### src/verilog/srm_pkg.sv
// srm_pkg: constants, types and checksum step for the serial register master
// assumes a 25 MHz system clock and an 8N1 line at the default baud rate
package srm_pkg;
  // ****************************************
  // line timing
  // ****************************************
  localparam int CLK_HZ = 25_000_000;
  localparam int CLK_MHZ = CLK_HZ / 1_000_000;
  localparam int BAUD = 9600;
  localparam int BAUD_DIV = CLK_HZ / BAUD;
  localparam int GAP_US = 3650;
  localparam int GAP_CYC = GAP_US * CLK_MHZ;
  localparam int TMO_MS = 100;
  localparam int TMO_CYC = TMO_MS * (CLK_HZ / 1000);
  // ****************************************
  // frame layout and limits
  // ****************************************
  localparam int MAX_FRAME = 256;
  localparam int FIFO_WORDS = 16;
  localparam logic [15:0] CRC_INIT = 16'hffff;
  localparam logic [15:0] CRC_POLY = 16'ha001;
  localparam logic [7:0] FN_RD_HOLD = 8'h03;
  localparam logic [7:0] FN_RD_INPUT = 8'h04;
  localparam logic [7:0] FN_WR_ONE = 8'h06;
  localparam logic [7:0] FN_WR_MANY = 8'h10;
  localparam logic [7:0] STN_MIN = 8'h01;
  localparam logic [7:0] STN_MAX = 8'hf7;
  localparam logic [6:0] RD_MAX = 7'h7d;
  localparam logic [6:0] WR_MAX = 7'h7b;
  localparam logic [2:0] ERR_NONE = 3'h0;
  localparam logic [2:0] ERR_CMD = 3'h1;
  localparam logic [2:0] ERR_TMO = 3'h2;
  localparam logic [2:0] ERR_CRC = 3'h3;
  localparam logic [2:0] ERR_FMT = 3'h4;
  typedef enum logic [4:0] {
    ST_IDLE = 5'h01,
    ST_GAP = 5'h02,
    ST_SEND = 5'h04,
    ST_WAIT = 5'h08,
    ST_RECV = 5'h10
  } srm_state_t;
  // one byte into the reflected checksum
  function automatic logic [15:0] srm_crc_byte(input logic [15:0] c, input logic [7:0] d);
    logic [15:0] r;
    r = c ^ {8'h00, d};
    for (int j = 0; j < 8; j++) begin
      r = r[0] ? ((r >> 1) ^ CRC_POLY) : (r >> 1);
    end
    return r;
  endfunction : srm_crc_byte
endpackage : srm_pkg

### src/verilog/srm_stream_if.sv
// srm_stream_if: valid/ready word stream between the master's modules
// assumes source and sink share one clock
interface srm_stream_if #(parameter int W = 8) ();
  logic valid;
  logic ready;
  logic [W-1:0] data;
  modport src(output valid, output data, input ready);
  modport snk(input valid, input data, output ready);
endinterface : srm_stream_if

### src/verilog/srm_master.sv
// srm_master: request/response master for a serial register slave
// assumes a half-duplex line; user keeps the write FIFO fed during sends
// Function
// - frames hold at most 256 bytes
// - idle 3.5 characters before each frame
// - station byte first, then function code
// - frame ends with two checksum bytes
// - wide fields go high byte first
// - master starts; slave only answers
// - checksum seed ffff, reflected poly a001
// - read holding: code 3, count 1-125
// - write single: code 6, echoed reply
// - write multiple: code 16, count 1-123
module srm_master import srm_pkg::*; #(
  parameter int GAP_CYCLES = GAP_CYC,
  parameter int TMO_CYCLES = TMO_CYC,
  parameter int BAUD_DIVISOR = BAUD_DIV,
  parameter int FIFO_DEPTH = FIFO_WORDS
) (
  // clock and reset
  input logic clk_sys_i,
  input logic rst_i,
  input logic ce_i,
  // command
  input logic cmd_valid_i,
  output logic cmd_ready_o,
  input logic [7:0] cmd_station_i,
  input logic [7:0] cmd_func_i,
  input logic [15:0] cmd_addr_i,
  input logic [6:0] cmd_count_i,
  // write data words
  input logic wr_valid_i,
  output logic wr_ready_o,
  input logic [15:0] wr_data_i,
  // read data words and status
  output logic rd_valid_o,
  output logic [15:0] rd_data_o,
  output logic done_o,
  output logic err_o,
  output logic [2:0] status_o,
  // serial line
  output logic line_tx_o,
  output logic line_oe_o,
  input logic line_rx_i
);
  localparam int GW = $clog2(GAP_CYCLES + 1);
  localparam int TW = $clog2(TMO_CYCLES + 1);
  localparam logic [GW-1:0] GAP_END = GW'(GAP_CYCLES);
  localparam logic [TW-1:0] TMO_END = TW'(TMO_CYCLES);
  localparam logic [8:0] FRAME_END = 9'(MAX_FRAME);
  generate
    if (GAP_CYCLES < 1 || TMO_CYCLES < 1 || BAUD_DIVISOR < 4) begin : g_chk
      $error("srm_master timing parameters out of range");
    end
  endgenerate

  // ****************************************
  // submodules
  // ****************************************
  srm_stream_if #(.W(8)) tx_s();
  srm_stream_if #(.W(8)) rx_s();
  srm_stream_if #(.W(16)) wr_in();
  srm_stream_if #(.W(16)) wr_out();
  logic line_active;
  assign wr_in.valid = wr_valid_i;
  assign wr_in.data = wr_data_i;
  assign wr_ready_o = wr_in.ready;
  assign rx_s.ready = 1'b1;
  srm_fifo #(.W(16), .DEPTH(FIFO_DEPTH)) u_fifo (
    .clk_sys_i(clk_sys_i),
    .rst_i(rst_i),
    .ce_i(ce_i),
    .in_s(wr_in),
    .out_s(wr_out)
  );
  srm_uart #(.DIV(BAUD_DIVISOR)) u_uart (
    .clk_sys_i(clk_sys_i),
    .rst_i(rst_i),
    .ce_i(ce_i),
    .tx_s(tx_s),
    .rx_s(rx_s),
    .line_rx_i(line_rx_i),
    .line_tx_o(line_tx_o),
    .line_oe_o(line_oe_o),
    .active_o(line_active)
  );

  // ****************************************
  // state
  // ****************************************
  srm_state_t state, next_state;
  logic [7:0] station, next_station, func, next_func;
  logic [15:0] addr, next_addr, crc, next_crc, rx_crc, next_rx_crc;
  logic [6:0] count, next_count;
  logic [8:0] tx_idx, next_tx_idx, rx_len, next_rx_len;
  logic [7:0] rx_d1, next_rx_d1, rx_d2, next_rx_d2, rx_hi, next_rx_hi;
  logic bad_fld, next_bad_fld, rd_valid, next_rd_valid, done, next_done;
  logic [15:0] rd_data, next_rd_data;
  logic [2:0] code, next_code;
  logic [TW-1:0] tmo, next_tmo;
  logic [GW-1:0] gap, next_gap;
  logic is_read, is_data, is_lo, tx_fire, rx_fire, at_gap, cmd_ok;
  logic [8:0] body_len, rx_exp, pidx;
  logic [7:0] hdr_byte;

  // ****************************************
  // frame shape
  // ****************************************
  // both read codes
  assign is_read = (func == FN_RD_HOLD) || (func == FN_RD_INPUT);
  assign body_len = (func == FN_WR_MANY) ? 9'h007 + {1'b0, count, 1'b0} : 9'h006;
  assign rx_exp = is_read ? 9'h005 + {1'b0, count, 1'b0} : 9'h008;
  assign is_data = ((func == FN_WR_ONE) && (tx_idx == 9'h004 || tx_idx == 9'h005)) ||
                   ((func == FN_WR_MANY) && tx_idx >= 9'h007 && tx_idx < body_len);
  assign is_lo = (func == FN_WR_ONE) ? (tx_idx == 9'h005) : !tx_idx[0];
  assign pidx = rx_len - 9'h002;
  assign at_gap = (gap == GAP_END);

  always_comb begin
    cmd_ok = cmd_station_i >= STN_MIN && cmd_station_i <= STN_MAX &&
             (cmd_func_i == FN_WR_ONE ||
              ((cmd_func_i == FN_RD_HOLD || cmd_func_i == FN_RD_INPUT) &&
               cmd_count_i != 7'h00 && cmd_count_i <= RD_MAX) ||
              (cmd_func_i == FN_WR_MANY && cmd_count_i != 7'h00 && cmd_count_i <= WR_MAX));
  end

  always_comb begin
    unique case (tx_idx)
      9'h000: hdr_byte = station;
      9'h001: hdr_byte = func;
      9'h002: hdr_byte = addr[15:8];
      9'h003: hdr_byte = addr[7:0];
      9'h004: hdr_byte = 8'h00;
      9'h005: hdr_byte = {1'b0, count};
      default: hdr_byte = {count, 1'b0}; // byte count
    endcase
  end

  always_comb begin
    if (tx_idx == body_len) begin
      tx_s.data = crc[15:8];
    end else if (tx_idx == body_len + 9'h001) begin
      tx_s.data = crc[7:0];
    end else if (is_data) begin
      tx_s.data = is_lo ? wr_out.data[7:0] : wr_out.data[15:8];
    end else begin
      tx_s.data = hdr_byte;
    end
  end

  // only send in the send phase
  assign tx_s.valid = (state == ST_SEND) && (!is_data || wr_out.valid);
  assign tx_fire = ce_i && tx_s.valid && tx_s.ready;
  assign wr_out.ready = tx_fire && is_data && is_lo;
  assign rx_fire = ce_i && rx_s.valid;

  // ****************************************
  // line idle counter
  // ****************************************
  // idle gap timing
  always_comb begin
    next_gap = line_active ? '0 : (at_gap ? gap : gap + GW'(1));
  end
  always_ff @(posedge clk_sys_i or posedge rst_i) begin
    if (rst_i) begin
      gap <= '0;
    end else if (ce_i) begin
      gap <= next_gap;
    end
  end

  // ****************************************
  // transaction sequencer
  // ****************************************
  always_comb begin
    next_state = state;
    next_station = station;
    next_func = func;
    next_addr = addr;
    next_count = count;
    next_tx_idx = tx_idx;
    next_crc = crc;
    next_rx_crc = rx_crc;
    next_rx_len = rx_len;
    next_rx_d1 = rx_d1;
    next_rx_d2 = rx_d2;
    next_rx_hi = rx_hi;
    next_bad_fld = bad_fld;
    next_rd_valid = 1'b0;
    next_rd_data = rd_data;
    next_done = 1'b0;
    next_code = code;
    next_tmo = tmo;
    unique case (state)
      ST_IDLE: begin
        if (cmd_valid_i) begin
          next_station = cmd_station_i;
          next_func = cmd_func_i;
          next_addr = cmd_addr_i;
          next_count = cmd_count_i;
          next_crc = CRC_INIT;
          if (cmd_ok) begin
            next_state = ST_GAP;
          end else begin
            next_done = 1'b1;
            next_code = ERR_CMD;
          end
        end
      end
      ST_GAP: begin
        if (at_gap) begin
          next_state = ST_SEND;
          next_tx_idx = 9'h000;
        end
      end
      ST_SEND: begin
        if (tx_fire) begin
          next_tx_idx = tx_idx + 9'h001;
          next_crc = (tx_idx < body_len) ? srm_crc_byte(crc, tx_s.data) : crc;
          if (tx_idx == body_len + 9'h001) begin
            next_state = ST_WAIT;
            next_tmo = '0;
            next_rx_len = 9'h000;
            next_rx_crc = CRC_INIT;
            next_bad_fld = 1'b0;
          end
        end
      end
      ST_WAIT: begin
        next_tmo = tmo + TW'(1);
        if (rx_fire) begin
          next_state = ST_RECV;
        end else if (tmo == TMO_END) begin
          next_state = ST_IDLE;
          next_done = 1'b1;
          next_code = ERR_TMO;
        end
      end
      ST_RECV: begin
        // reply ends at a quiet gap
        if (at_gap) begin
          next_state = ST_IDLE;
          next_done = 1'b1;
          if (rx_len > FRAME_END) begin
            next_code = ERR_FMT;
          end else if (rx_len < 9'h004 || {rx_d2, rx_d1} != rx_crc) begin
            next_code = ERR_CRC;
          end else if (rx_len != rx_exp || bad_fld) begin
            next_code = ERR_FMT;
          end else begin
            next_code = ERR_NONE;
          end
        end
      end
      default: next_state = ST_IDLE;
    endcase
    // reply bytes pass a two-byte delay so the checksum is left out
    if (rx_fire && (state == ST_WAIT || state == ST_RECV)) begin
      next_rx_d1 = rx_s.data;
      next_rx_d2 = rx_d1;
      next_rx_len = (rx_len == 9'h1ff) ? rx_len : rx_len + 9'h001;
      if (rx_len >= 9'h002) begin
        next_rx_crc = srm_crc_byte(rx_crc, rx_d2);
        if ((pidx == 9'h000 && rx_d2 != station) || (pidx == 9'h001 && rx_d2 != func)) begin
          next_bad_fld = 1'b1;
        end
        // byte count then words, high first
        if (is_read && pidx == 9'h002 && rx_d2 != {count, 1'b0}) begin
          next_bad_fld = 1'b1;
        end
        if (is_read && pidx >= 9'h003 && pidx < rx_exp - 9'h002) begin
          if (pidx[0]) begin
            next_rx_hi = rx_d2;
          end else begin
            next_rd_valid = 1'b1;
            next_rd_data = {rx_hi, rx_d2};
          end
        end
      end
    end
  end

  always_ff @(posedge clk_sys_i or posedge rst_i) begin
    if (rst_i) begin
      state <= ST_IDLE;
      station <= 8'h00;
      func <= 8'h00;
      addr <= 16'h0000;
      count <= 7'h00;
      tx_idx <= 9'h000;
      crc <= CRC_INIT;
      rx_crc <= CRC_INIT;
      rx_len <= 9'h000;
      rx_d1 <= 8'h00;
      rx_d2 <= 8'h00;
      rx_hi <= 8'h00;
      bad_fld <= 1'b0;
      rd_valid <= 1'b0;
      rd_data <= 16'h0000;
      done <= 1'b0;
      code <= ERR_NONE;
      tmo <= '0;
    end else if (ce_i) begin
      state <= next_state;
      station <= next_station;
      func <= next_func;
      addr <= next_addr;
      count <= next_count;
      tx_idx <= next_tx_idx;
      crc <= next_crc;
      rx_crc <= next_rx_crc;
      rx_len <= next_rx_len;
      rx_d1 <= next_rx_d1;
      rx_d2 <= next_rx_d2;
      rx_hi <= next_rx_hi;
      bad_fld <= next_bad_fld;
      rd_valid <= next_rd_valid;
      rd_data <= next_rd_data;
      done <= next_done;
      code <= next_code;
      tmo <= next_tmo;
    end
  end

  // outputs
  assign cmd_ready_o = (state == ST_IDLE);
  assign rd_valid_o = rd_valid;
  assign rd_data_o = rd_data;
  assign done_o = done;
  assign status_o = code;
  assign err_o = done && (code != ERR_NONE);
endmodule : srm_master

### src/verilog/srm_fifo.sv
// srm_fifo: flip-flop FIFO with valid/ready on both sides
// assumes depth is a power of two
module srm_fifo import srm_pkg::*; #(
  parameter int W = 16,
  parameter int DEPTH = FIFO_WORDS
) (
  // clock and reset
  input logic clk_sys_i,
  input logic rst_i,
  input logic ce_i,
  // streams
  srm_stream_if.snk in_s,
  srm_stream_if.src out_s
);
  localparam int AW = $clog2(DEPTH);
  localparam logic [AW:0] FULL = (AW + 1)'(DEPTH);
  generate
    if (DEPTH < 2 || (DEPTH & (DEPTH - 1)) != 0) begin : g_chk
      $error("srm_fifo depth must be a power of two");
    end
  endgenerate
  logic [W-1:0] mem [DEPTH];
  logic [AW-1:0] wp, next_wp, rp, next_rp;
  logic [AW:0] cnt, next_cnt;
  logic push, pop;
  // handshakes
  assign in_s.ready = (cnt != FULL);
  assign out_s.valid = (cnt != '0);
  assign out_s.data = mem[rp];
  assign push = ce_i && in_s.valid && in_s.ready;
  assign pop = ce_i && out_s.valid && out_s.ready;
  // pointer next values
  always_comb begin
    next_wp = wp + AW'(push);
    next_rp = rp + AW'(pop);
    next_cnt = cnt + (AW + 1)'(push) - (AW + 1)'(pop);
  end
  always_ff @(posedge clk_sys_i or posedge rst_i) begin
    if (rst_i) begin
      wp <= '0;
      rp <= '0;
      cnt <= '0;
    end else if (ce_i) begin
      wp <= next_wp;
      rp <= next_rp;
      cnt <= next_cnt;
    end
  end
  // storage
  always_ff @(posedge clk_sys_i) begin
    if (push) begin
      mem[wp] <= in_s.data;
    end
  end
endmodule : srm_fifo

### src/verilog/srm_uart.sv
// srm_uart: 8N1 byte transmitter and receiver for the shared line
// assumes the line idles high; own echo is ignored while sending
module srm_uart import srm_pkg::*; #(
  parameter int DIV = BAUD_DIV
) (
  // clock and reset
  input logic clk_sys_i,
  input logic rst_i,
  input logic ce_i,
  // byte streams
  srm_stream_if.snk tx_s,
  srm_stream_if.src rx_s,
  // line
  input logic line_rx_i,
  output logic line_tx_o,
  output logic line_oe_o,
  output logic active_o
);
  localparam int DW = $clog2(DIV);
  localparam logic [DW-1:0] DIV_LAST = DW'(DIV - 1);
  localparam logic [DW-1:0] HALF = DW'(DIV / 2);
  logic tx_busy, next_tx_busy, rx_busy, next_rx_busy, rx_vld, next_rx_vld;
  logic [DW-1:0] tx_cnt, next_tx_cnt, rx_cnt, next_rx_cnt;
  logic [3:0] tx_bit, next_tx_bit, rx_bit, next_rx_bit;
  logic [9:0] tx_sh, next_tx_sh;
  logic [7:0] rx_sh, next_rx_sh;
  logic rx_meta, rx_sync;
  assign tx_s.ready = !tx_busy;
  assign line_tx_o = tx_sh[0];
  assign line_oe_o = tx_busy;
  assign rx_s.valid = rx_vld;
  assign rx_s.data = rx_sh;
  assign active_o = tx_busy || rx_busy || !rx_sync;
  // bit timing for both directions, lsb first
  always_comb begin
    next_tx_busy = tx_busy;
    next_tx_cnt = tx_cnt + DW'(1);
    next_tx_bit = tx_bit;
    next_tx_sh = tx_sh;
    if (!tx_busy) begin
      next_tx_cnt = '0;
      if (tx_s.valid) begin
        next_tx_busy = 1'b1;
        next_tx_sh = {1'b1, tx_s.data, 1'b0};
        next_tx_bit = 4'h0;
      end
    end else if (tx_cnt == DIV_LAST) begin
      next_tx_cnt = '0;
      next_tx_sh = {1'b1, tx_sh[9:1]};
      next_tx_bit = tx_bit + 4'h1;
      next_tx_busy = (tx_bit != 4'h9);
    end
    next_rx_busy = rx_busy;
    next_rx_cnt = rx_cnt + DW'(1);
    next_rx_bit = rx_bit;
    next_rx_sh = rx_sh;
    next_rx_vld = 1'b0;
    if (!rx_busy) begin
      next_rx_cnt = HALF;
      next_rx_bit = 4'h0;
      next_rx_busy = !rx_sync && !tx_busy;
    end else if (rx_cnt == DIV_LAST) begin
      next_rx_cnt = '0;
      next_rx_bit = rx_bit + 4'h1;
      if (rx_bit == 4'h0 && rx_sync) begin
        next_rx_busy = 1'b0; // false start
      end else if (rx_bit == 4'h9) begin
        next_rx_busy = 1'b0;
        next_rx_vld = rx_sync; // good stop bit
      end else if (rx_bit != 4'h0) begin
        next_rx_sh = {rx_sync, rx_sh[7:1]};
      end
    end
  end
  always_ff @(posedge clk_sys_i or posedge rst_i) begin
    if (rst_i) begin
      tx_busy <= 1'b0;
      tx_cnt <= '0;
      tx_bit <= 4'h0;
      tx_sh <= 10'h3ff;
      rx_busy <= 1'b0;
      rx_cnt <= '0;
      rx_bit <= 4'h0;
      rx_sh <= 8'h00;
      rx_vld <= 1'b0;
      rx_meta <= 1'b1;
      rx_sync <= 1'b1;
    end else if (ce_i) begin
      tx_busy <= next_tx_busy;
      tx_cnt <= next_tx_cnt;
      tx_bit <= next_tx_bit;
      tx_sh <= next_tx_sh;
      rx_busy <= next_rx_busy;
      rx_cnt <= next_rx_cnt;
      rx_bit <= next_rx_bit;
      rx_sh <= next_rx_sh;
      rx_vld <= next_rx_vld;
      rx_meta <= line_rx_i;
      rx_sync <= rx_meta;
    end
  end
endmodule : srm_uart

### config.mk
export PLATFORM = sky130hd
export DESIGN_NAME = srm_master
export DESIGN_NICKNAME = d
export VERILOG_FILES = /design/src/verilog/srm_pkg.sv /design/src/verilog/srm_stream_if.sv /design/src/verilog/srm_master.sv /design/src/verilog/srm_fifo.sv /design/src/verilog/srm_uart.sv
export SDC_FILE = /design/constraint.sdc
export NUM_CORES = 1
export LEC_CHECK = 0
export ABC_AREA = 1
export ABC_CLOCK_PERIOD_IN_PS = 18500
export BUFFER_PORTS_ARGS = -buffer_cell sky130_fd_sc_hd__buf_2
export CAP_MARGIN = 5
export CORE_MARGIN = 3
export CORE_UTILIZATION = 42
export CTS_CLUSTER_DIAMETER = 60
export DETAILED_ROUTE_END_ITERATION = 10
export GPL_ROUTABILITY_DRIVEN = 0
export GPL_TIMING_DRIVEN = 0
export SLEW_MARGIN = 10
export SYNTH_ARGS = -nofsm -noshare
export SYNTH_HDL_FRONTEND = slang
export SYNTH_SLANG_ARGS = --single-unit
### constraint.sdc
create_clock -name clk_sys_i -period 18.5 [get_ports clk_sys_i]
set_clock_uncertainty 0.15 [all_clocks]
set_input_delay 2.775 -clock clk_sys_i [delete_from_list [all_inputs] [get_ports clk_sys_i]]
set_output_delay 2.775 -clock clk_sys_i [all_outputs]
set_load 0.01 [all_outputs]
==> key figures, run 1 <==
Power and ir drop
  – Cell Pwr Density: 125 nW/um^2
  – VDD IR max: 0.116 mV
  – Leak: 12.0 nW
  – Total power: 3.58 mW

Die
  – Cell Rows: 88
  – Die Area: 62500 sq um
  – Die X: 250 um
  – Core area: between 50000 and 60000 sq um
  – I/O pin count: 87
  – Die Span Y: roughly 250 um
  – Initial Util: 0.429

STA
  – Fmax: 0.174 GHz
  – Post-layout min period: approximately 5.7 ns
  – Final setup margin: 12.76 ns
  – Least-Margin Pin Slew: 0.949 ns
  – Final setup violation count: 0
  – Endpoints failing hold: 0
  – Hold slack: 0.316 ns
  – Unrepaired setup endpoints after global routing: false
  – Final Max Tran Viols: 0
  – Max_slew headroom: 0.362
  – Fin crit share: 0.310
  – TNS Setup: 0 ns

Outcome
  – Status: complete, no violations

Clock network
  – CTS Buffer Depth: 3
  – Sink Count: 502
  – Post-CTS setup repair buffer count: 0
  – CTS Hold Bufs: 0
  – H-tree depth: 2
  – Post-CTS sizing: 0
  – TritonCTS clock tree: done
  – CTS clock-pin slew for the worst setup and hold paths: 0.06 ns
  – CTS root buffer: clkbuf_16
  – Clock Latency Late Sink: 0.62 ns
  – Num CTS Buffers: 57

Global routing
  – Vias in the first global route: 19600
  – Gr usage total: 0.223
  – GRT overflow: 0
  – Initial antenna violation count: 1
  – Pin count of the biggest net entering global routing: 109
  – Global-route wire length before repair: 111000 um

Critical path
  – Crit path DAT: 6.09 ns
  – CP max-delay cell: nor4_1
  – Type of origin of the critical path: flip-flop
  – CP Capture Type: flip-flop
  – Crit Path Max Fanout: 10
  – R2R depth: 31
  – Delay-heaviest family, CP: simple AND/OR/NAND/NOR gates
  – Slowest Stage Delay on Critical Path: 0.47 ns
  – CP bufs+invs: 7
  – Critical path required time: 18.85 ns
  – Critical path class: reg2reg
  – WP depth: 31

Synthesis
  – Ys async rst share: 0.490
  – Synthesis-stage register bit count: 502
  – Synth warn: 0
  – Register area share after synthesis: 0.556
  – Mapped Nets: 2824
  – Main synth FF type: edfxtp_1
  – Cell count after synthesis: 2706
  – Number of flops mapped to enable cells by yosys: 256
  – Syn_area_per_cell: 9.24 sq um
  – Unique cell type count in the Yosys netlist: between 50 and 60
  – Syn Std Cell Area: ~25000 sq um

Routing
  – Vias per cell: 5.49
  – DR pass1 iterations: 6
  – DRT iter0 DRCs: 1975
  – Post-route ant nets: 0
  – Total wire length: 71100 um
  – DRC Markers: 0
  – DR WL/cell: 19.4 um
  – Vias: 20100

Cells and area
  – Area delta synth->final: 14.4%
  – Final core utilization: 0.491
  – Fillers: 5343
  – Antenna cell count: 0
  – Post-layout nets: between 2000 and 3000
  – Layout cells sized above 1: 0.126

Worst hold path
  – Hold Path Cell Cnt: 2
  – HP Class: reg2reg

Placed design
  – Dpl ws: around 12 ns
  – Port bufs: 86
  – HPWL Detailed: 48200 um

Flow run
  – Max-cap violation count: 0
==> cell families (layout without fill, tap and decap cells) <==
| kind of cell | count (synthesis) | after routing | share of synthesized area |
|---|---|---|---|
| buffers and inverters | 424 | 625 | 0.0650 |
| multiplexers | 18 | 18 | 0.00811 |
| AND/OR/NAND/NOR | 1135 | 1135 | 0.205 |
| adder cells (fa/ha/maj) | 57 | 57 | 0.0288 |
| XOR/XNOR | 77 | 77 | 0.0270 |
| flip-flops | 502 | 502 | 0.556 |
| AO/OA/AOI/OAI | 493 | 493 | 0.110 |
==> tightest hold or removal path: stages (launching register included) <==
cell,delay [ns]
dfstp_2,0.36
nand2_1,0.05
nand2_1,0.05
==> Yosys cell counts (all sizes together), types with 2 or more instances <==
cell type,instances,area (sq um)
nand2,501,1950
inv,327,1230
nor2,273,1110
edfxtp,256,7690
o21ai,252,1270
nand3,214,1150
dfrtp,202,5050
a21oi,121,606
clkbuf,67,251
ha,56,701
nand4,54,338
nor3,53,309
dfstp,44,1160
xor2,43,377
o22ai,41,257
xnor2,34,298
buf,24,124
nor4,20,125
o211ai,20,150
mux2,18,203
nor3b,10,75.1
o21a,8,60.1
o221ai,8,70.1
a211oi,7,52.6
a22oi,7,52.6
clkinv,6,22.5
a31oi,5,31.3
and3,5,31.3
o2111ai,4,35.0
o31ai,4,30.0
o41ai,4,35.0
a21o,2,15.0
a32o,2,20.0
o211a,2,20.0
or2,2,12.5
==> final cells by class <==
class,instances,area [sq um],share of cell area
flip-flops and latches,502,13900,0.486
inverters,333,1260,0.0439
multi-input cells,1780,9590,0.335
plain buffers,91,375,0.0131
repair buffers,93,549,0.0192
clock buffers,72,1550,0.0543
clock inverters,36,434,0.0152
well taps,765,957,0.0334
==> per-stage QoR <==
stage,cell area [sq um],cells
floorplan,25000,2706
global placement,26400,3557
detailed placement,26600,3564
CTS,28600,3672
global route,28600,3672
finish,28600,3672
==> final timing paths <==
| path | end | startpoint | slack [ns] |
|---|---|---|---|
| min in group asynchronous | gap[6]$_DFFE_PP0P_ | rst_i | 2.00 |
| worst min register to register | u_uart.tx_sh[6]$_DFFE_PP1P_ | u_uart.tx_sh[6]$_DFFE_PP1P_ | 0.32 |
| worst max register to register | u_fifo.cnt[4]$_DFFE_PP0P_ | count[0]$_DFFE_PP0P_ | 12.76 |
| max in group asynchronous | crc[6]$_DFFE_PP1P_ | rst_i | 14.90 |
| worst max-delay path | u_fifo.cnt[4]$_DFFE_PP0P_ | count[0]$_DFFE_PP0P_ | 12.76 |
| worst min-delay path | u_uart.tx_sh[6]$_DFFE_PP1P_ | u_uart.tx_sh[6]$_DFFE_PP1P_ | 0.32 |
==> flip-flops by register name, summed over array words and instances (netlist names), 7 cells and up <==
name	flops
rx_d1	8
rd_data_o	16
rx_crc	16
u_uart.rx_cnt	12
station	8
rx_d2	8
u_uart.tx_cnt	12
rx_hi	8
u_uart.tx_sh	9
tx_idx	9
addr	16
gap	17
func	8
crc	16
tmo	22
u_fifo.mem	256
rx_len	9
count	7
u_uart.rx_s.data	8
==> report_power, final <==
part,leakage (nW),switching [mW],internal [mW]
Combinational,5.71,0.682,0.308
Sequential,5.35,0.100,1.31
Clock,0.972,0.473,0.710
==> cells in the final DEF (no fill, tap or decap), types with 19 or more instances in the layout <==
cell	n
nand4_1	54
nand3_1	200
clkbuf_16	58
xnor2_1	34
inv_1	311
o21ai_0	244
nor2_1	239
edfxtp_1	256
o22ai_1	41
ha_1	56
o211ai_1	20
clkbuf_1	76
nor3_1	48
dfstp_2	44
nand2_2	25
buf_2	101
dfrtp_1	202
xor2_1	43
nor4_1	19
nand2_1	475
a21oi_1	121
==> metal layers <==
layer,vias up,routed length [um],track usage
li1,9523,-,-
met1,9729,30900,0.307
met2,753,33200,0.366
met3,139,4890,0.0317
met4,2,2030,0.0714
met5,-,13,0
Note: power is estimated with default switching activity, not from simulation.
==> run 2: changes to the inputs <==
- ABC_CLOCK_PERIOD_IN_PS: 18500 -> 5250
- clock period: 18.5 -> 5.25 ns (I/O delays scaled with it)
==> run 2 against run 1 <==
  * First-iteration DRC count shrank 0.51%
  * Core utilization grew 0.38 points
  * Design area rose by 0.77%
  * Routed wire length is 0.11% lower
  * Sequential share of layout area decreased by 0.36 points
  * Setup slack worse by 12 ns
  * Worst hold slack lost 0.064 ns
  * Cell count is 0.30% higher
  * Via count down 0.18%
  * Critical path type unchanged
  * Critical path depth is the same
  * Highest routed layer unchanged
  * Largest power group unchanged
  * Sequential power rose to 3.5 times the previous value
==> key figures, run 2 (same netlist as run 1, synthesis figures left out) <==
Global routing
  – Initial antenna violation count: 1
  – GRT overflow: 0
  – Gr usage total: 0.223
  – Global-route wire length before repair: roughly 110000 um
  – Pin count of the biggest net entering global routing: 37
  – Vias in the first global route: 19500

Placed design
  – Port bufs: 86
  – Total placed instance area: ~27000 sq um
  – Placed insts: 3571
  – HPWL Detailed: a little under 50000 um

STA
  – Final Max Tran Viols: 0
  – Unrepaired setup endpoints after global routing: true
  – Fmax: 0.205 GHz
  – Fin crit share: 0.928
  – Final setup violation count: 0
  – Least-Margin Pin Slew: around 1 ns
  – TNS Setup: 0 ns
  – Endpoints failing hold: 0
  – Max_slew headroom: 0.325
  – Post-layout min period: roughly 4.9 ns

Routing
  – Total wire length: roughly 71000 um
  – DR pass1 iterations: 5
  – Vias per cell: 5.46
  – Vias: roughly 20000
  – DRC Markers: 0
  – Post-route ant nets: 0
  – DR WL/cell: 19.3 um
  – DRT iter0 DRCs: around 2000

Cells and area
  – Layout cells sized above 1: 0.134
  – Fillers: ~5300
  – Commonest non-fill, non-tap cell in the layout: nand2_1
  – Commonest cells after routing, fill and taps aside: 475 x nand2_1, 309 x inv_1, 256 x edfxtp_1
  – Largest register FFs: 256
  – Final instance area: 28800 sq um
  – Antenna cell count: 0
  – Largest regs: u_fifo.mem: 256 flops, tmo: 22 flops, gap: 17 flops
  – Area delta synth->final: 15.3%
  – Biggest register: u_fifo.mem
  – Final Non-Filler Cells: 3683
  – Post-layout nets: roughly 3000

Critical path
  – FF-to-FF Start: count[0]$_DFFE_PP0P_
  – CP max-delay cell: fa_1
  – Crit Path Max Fanout: 9
  – Critical path required time: 5.59 ns
  – Slowest Stage Delay on Critical Path: 0.38 ns
  – Crit path from: count[0]$_DFFE_PP0P_
  – Type of origin of the critical path: flip-flop
  – Flop2flop setup slack: 0.38 ns
  – Crit path DAT: 5.22 ns
  – CP Capture Type: flip-flop
  – Cell mode on critical path: nand2_1
  – Critical path class: reg2reg

Clock network
  – CTS Buffer Depth: 3
  – CTS root buffer: clkbuf_16
  – TritonCTS clock tree: done
  – CTS clock-pin slew for the worst setup and hold paths: 0.06 ns
  – Sink Count: about 500
  – Clock Latency Late Sink: 0.64 ns
  – Num CTS Buffers: 56
  – H-tree depth: 2

Flow run
  – Max-cap violation count: 0

Worst hold path
  – HP Class: in2reg
  – Hold_sp: cmd_addr_i[1]

Power and ir drop
  – Leak: 12.1 nW
  – VDD IR max: 0.304 mV
  – Cell Pwr Density: roughly 440 nW/um^2

Die
  – Die Area: 62500 sq um
  – I/O pin count: 87
  – Initial Util: 0.429
  – Core area: just under 60000 sq um
  – Die Span Y: 250 um
  – Cell Rows: 88
  – Die X: ~250 um

Outcome
  – Status: complete, no violations
-- run 2: final timing paths --
check,to,cells past startpoint
min reg2reg,u_uart.rx_meta$_DFFE_PP1P_,2
max,u_fifo.cnt[4]$_DFFE_PP0P_,31
max reg2reg,u_fifo.cnt[4]$_DFFE_PP0P_,31
min in group asynchronous,rx_hi[7]$_DFFE_PP0P_,3
max in group asynchronous,u_uart.tx_sh[0]$_DFFE_PP1P_,8
min,addr[1]$_DFFE_PP0P_,2
-- run 2: report_power, final --
part	internal, mW	switching, mW
sequential	4.60	0.355
combinational	1.12	2.40
clock	2.48	1.71
-- run 2: per-stage QoR --
step                      worst slack (ns)   util  power (mW)  hold slack (ns)
after CTS                            0.101  0.494        12.7            0.225
after global routing               -0.0270  0.495        13.4            0.239
after global placement              -0.469  0.453        8.32            0.295
after detailed placement            -0.401  0.459        8.44            0.309
final                                0.377  0.495        12.7            0.253
after floorplan                      0.693      -        7.39            0.283
-- run 2: timing repair --
item,CTS,global route
endpoints found under the setup margin,4,26
hold buffers,1,0
endpoints found under the hold margin,10,0
setup buffers,2,3
gates resized for setup,2,13
pin swaps,2,0
-- run 2: area by class of cell --
| type | count | area [sq um] | share of cell area |
|---|---|---|---|
| Buffer | 91 | 378 | 0.0131 |
| Clock buffer | 64 | 1470 | 0.0510 |
| Clock inverter | 42 | 528 | 0.0183 |
| Inverter | 333 | 1260 | 0.0437 |
| Multi-Input combinational cell | 1780 | 9620 | 0.334 |
| Sequential cell | 502 | 13900 | 0.482 |
| Tap cell | 765 | 957 | 0.0332 |
| Timing Repair Buffer | 106 | 717 | 0.0249 |
-- run 2: metal layers --
layer	GRT usage	routed length (um)	vias to the layer above
met5	0	13	-
met4	0.0707	1980	2
met3	0.0347	5050	126
met2	0.365	33400	708
met1	0.305	30500	9747
li1	-	-	9527
-- run 2: critical path: cells and delay by family, from the launching register on --
family,cells,cell delay (ns)
simple gates,18,2.01
fa+ha+maj,5,1.29
buf+inv,5,0.61
flops,1,0.32
compound gates,2,0.23
xor+xnor,1,0.13
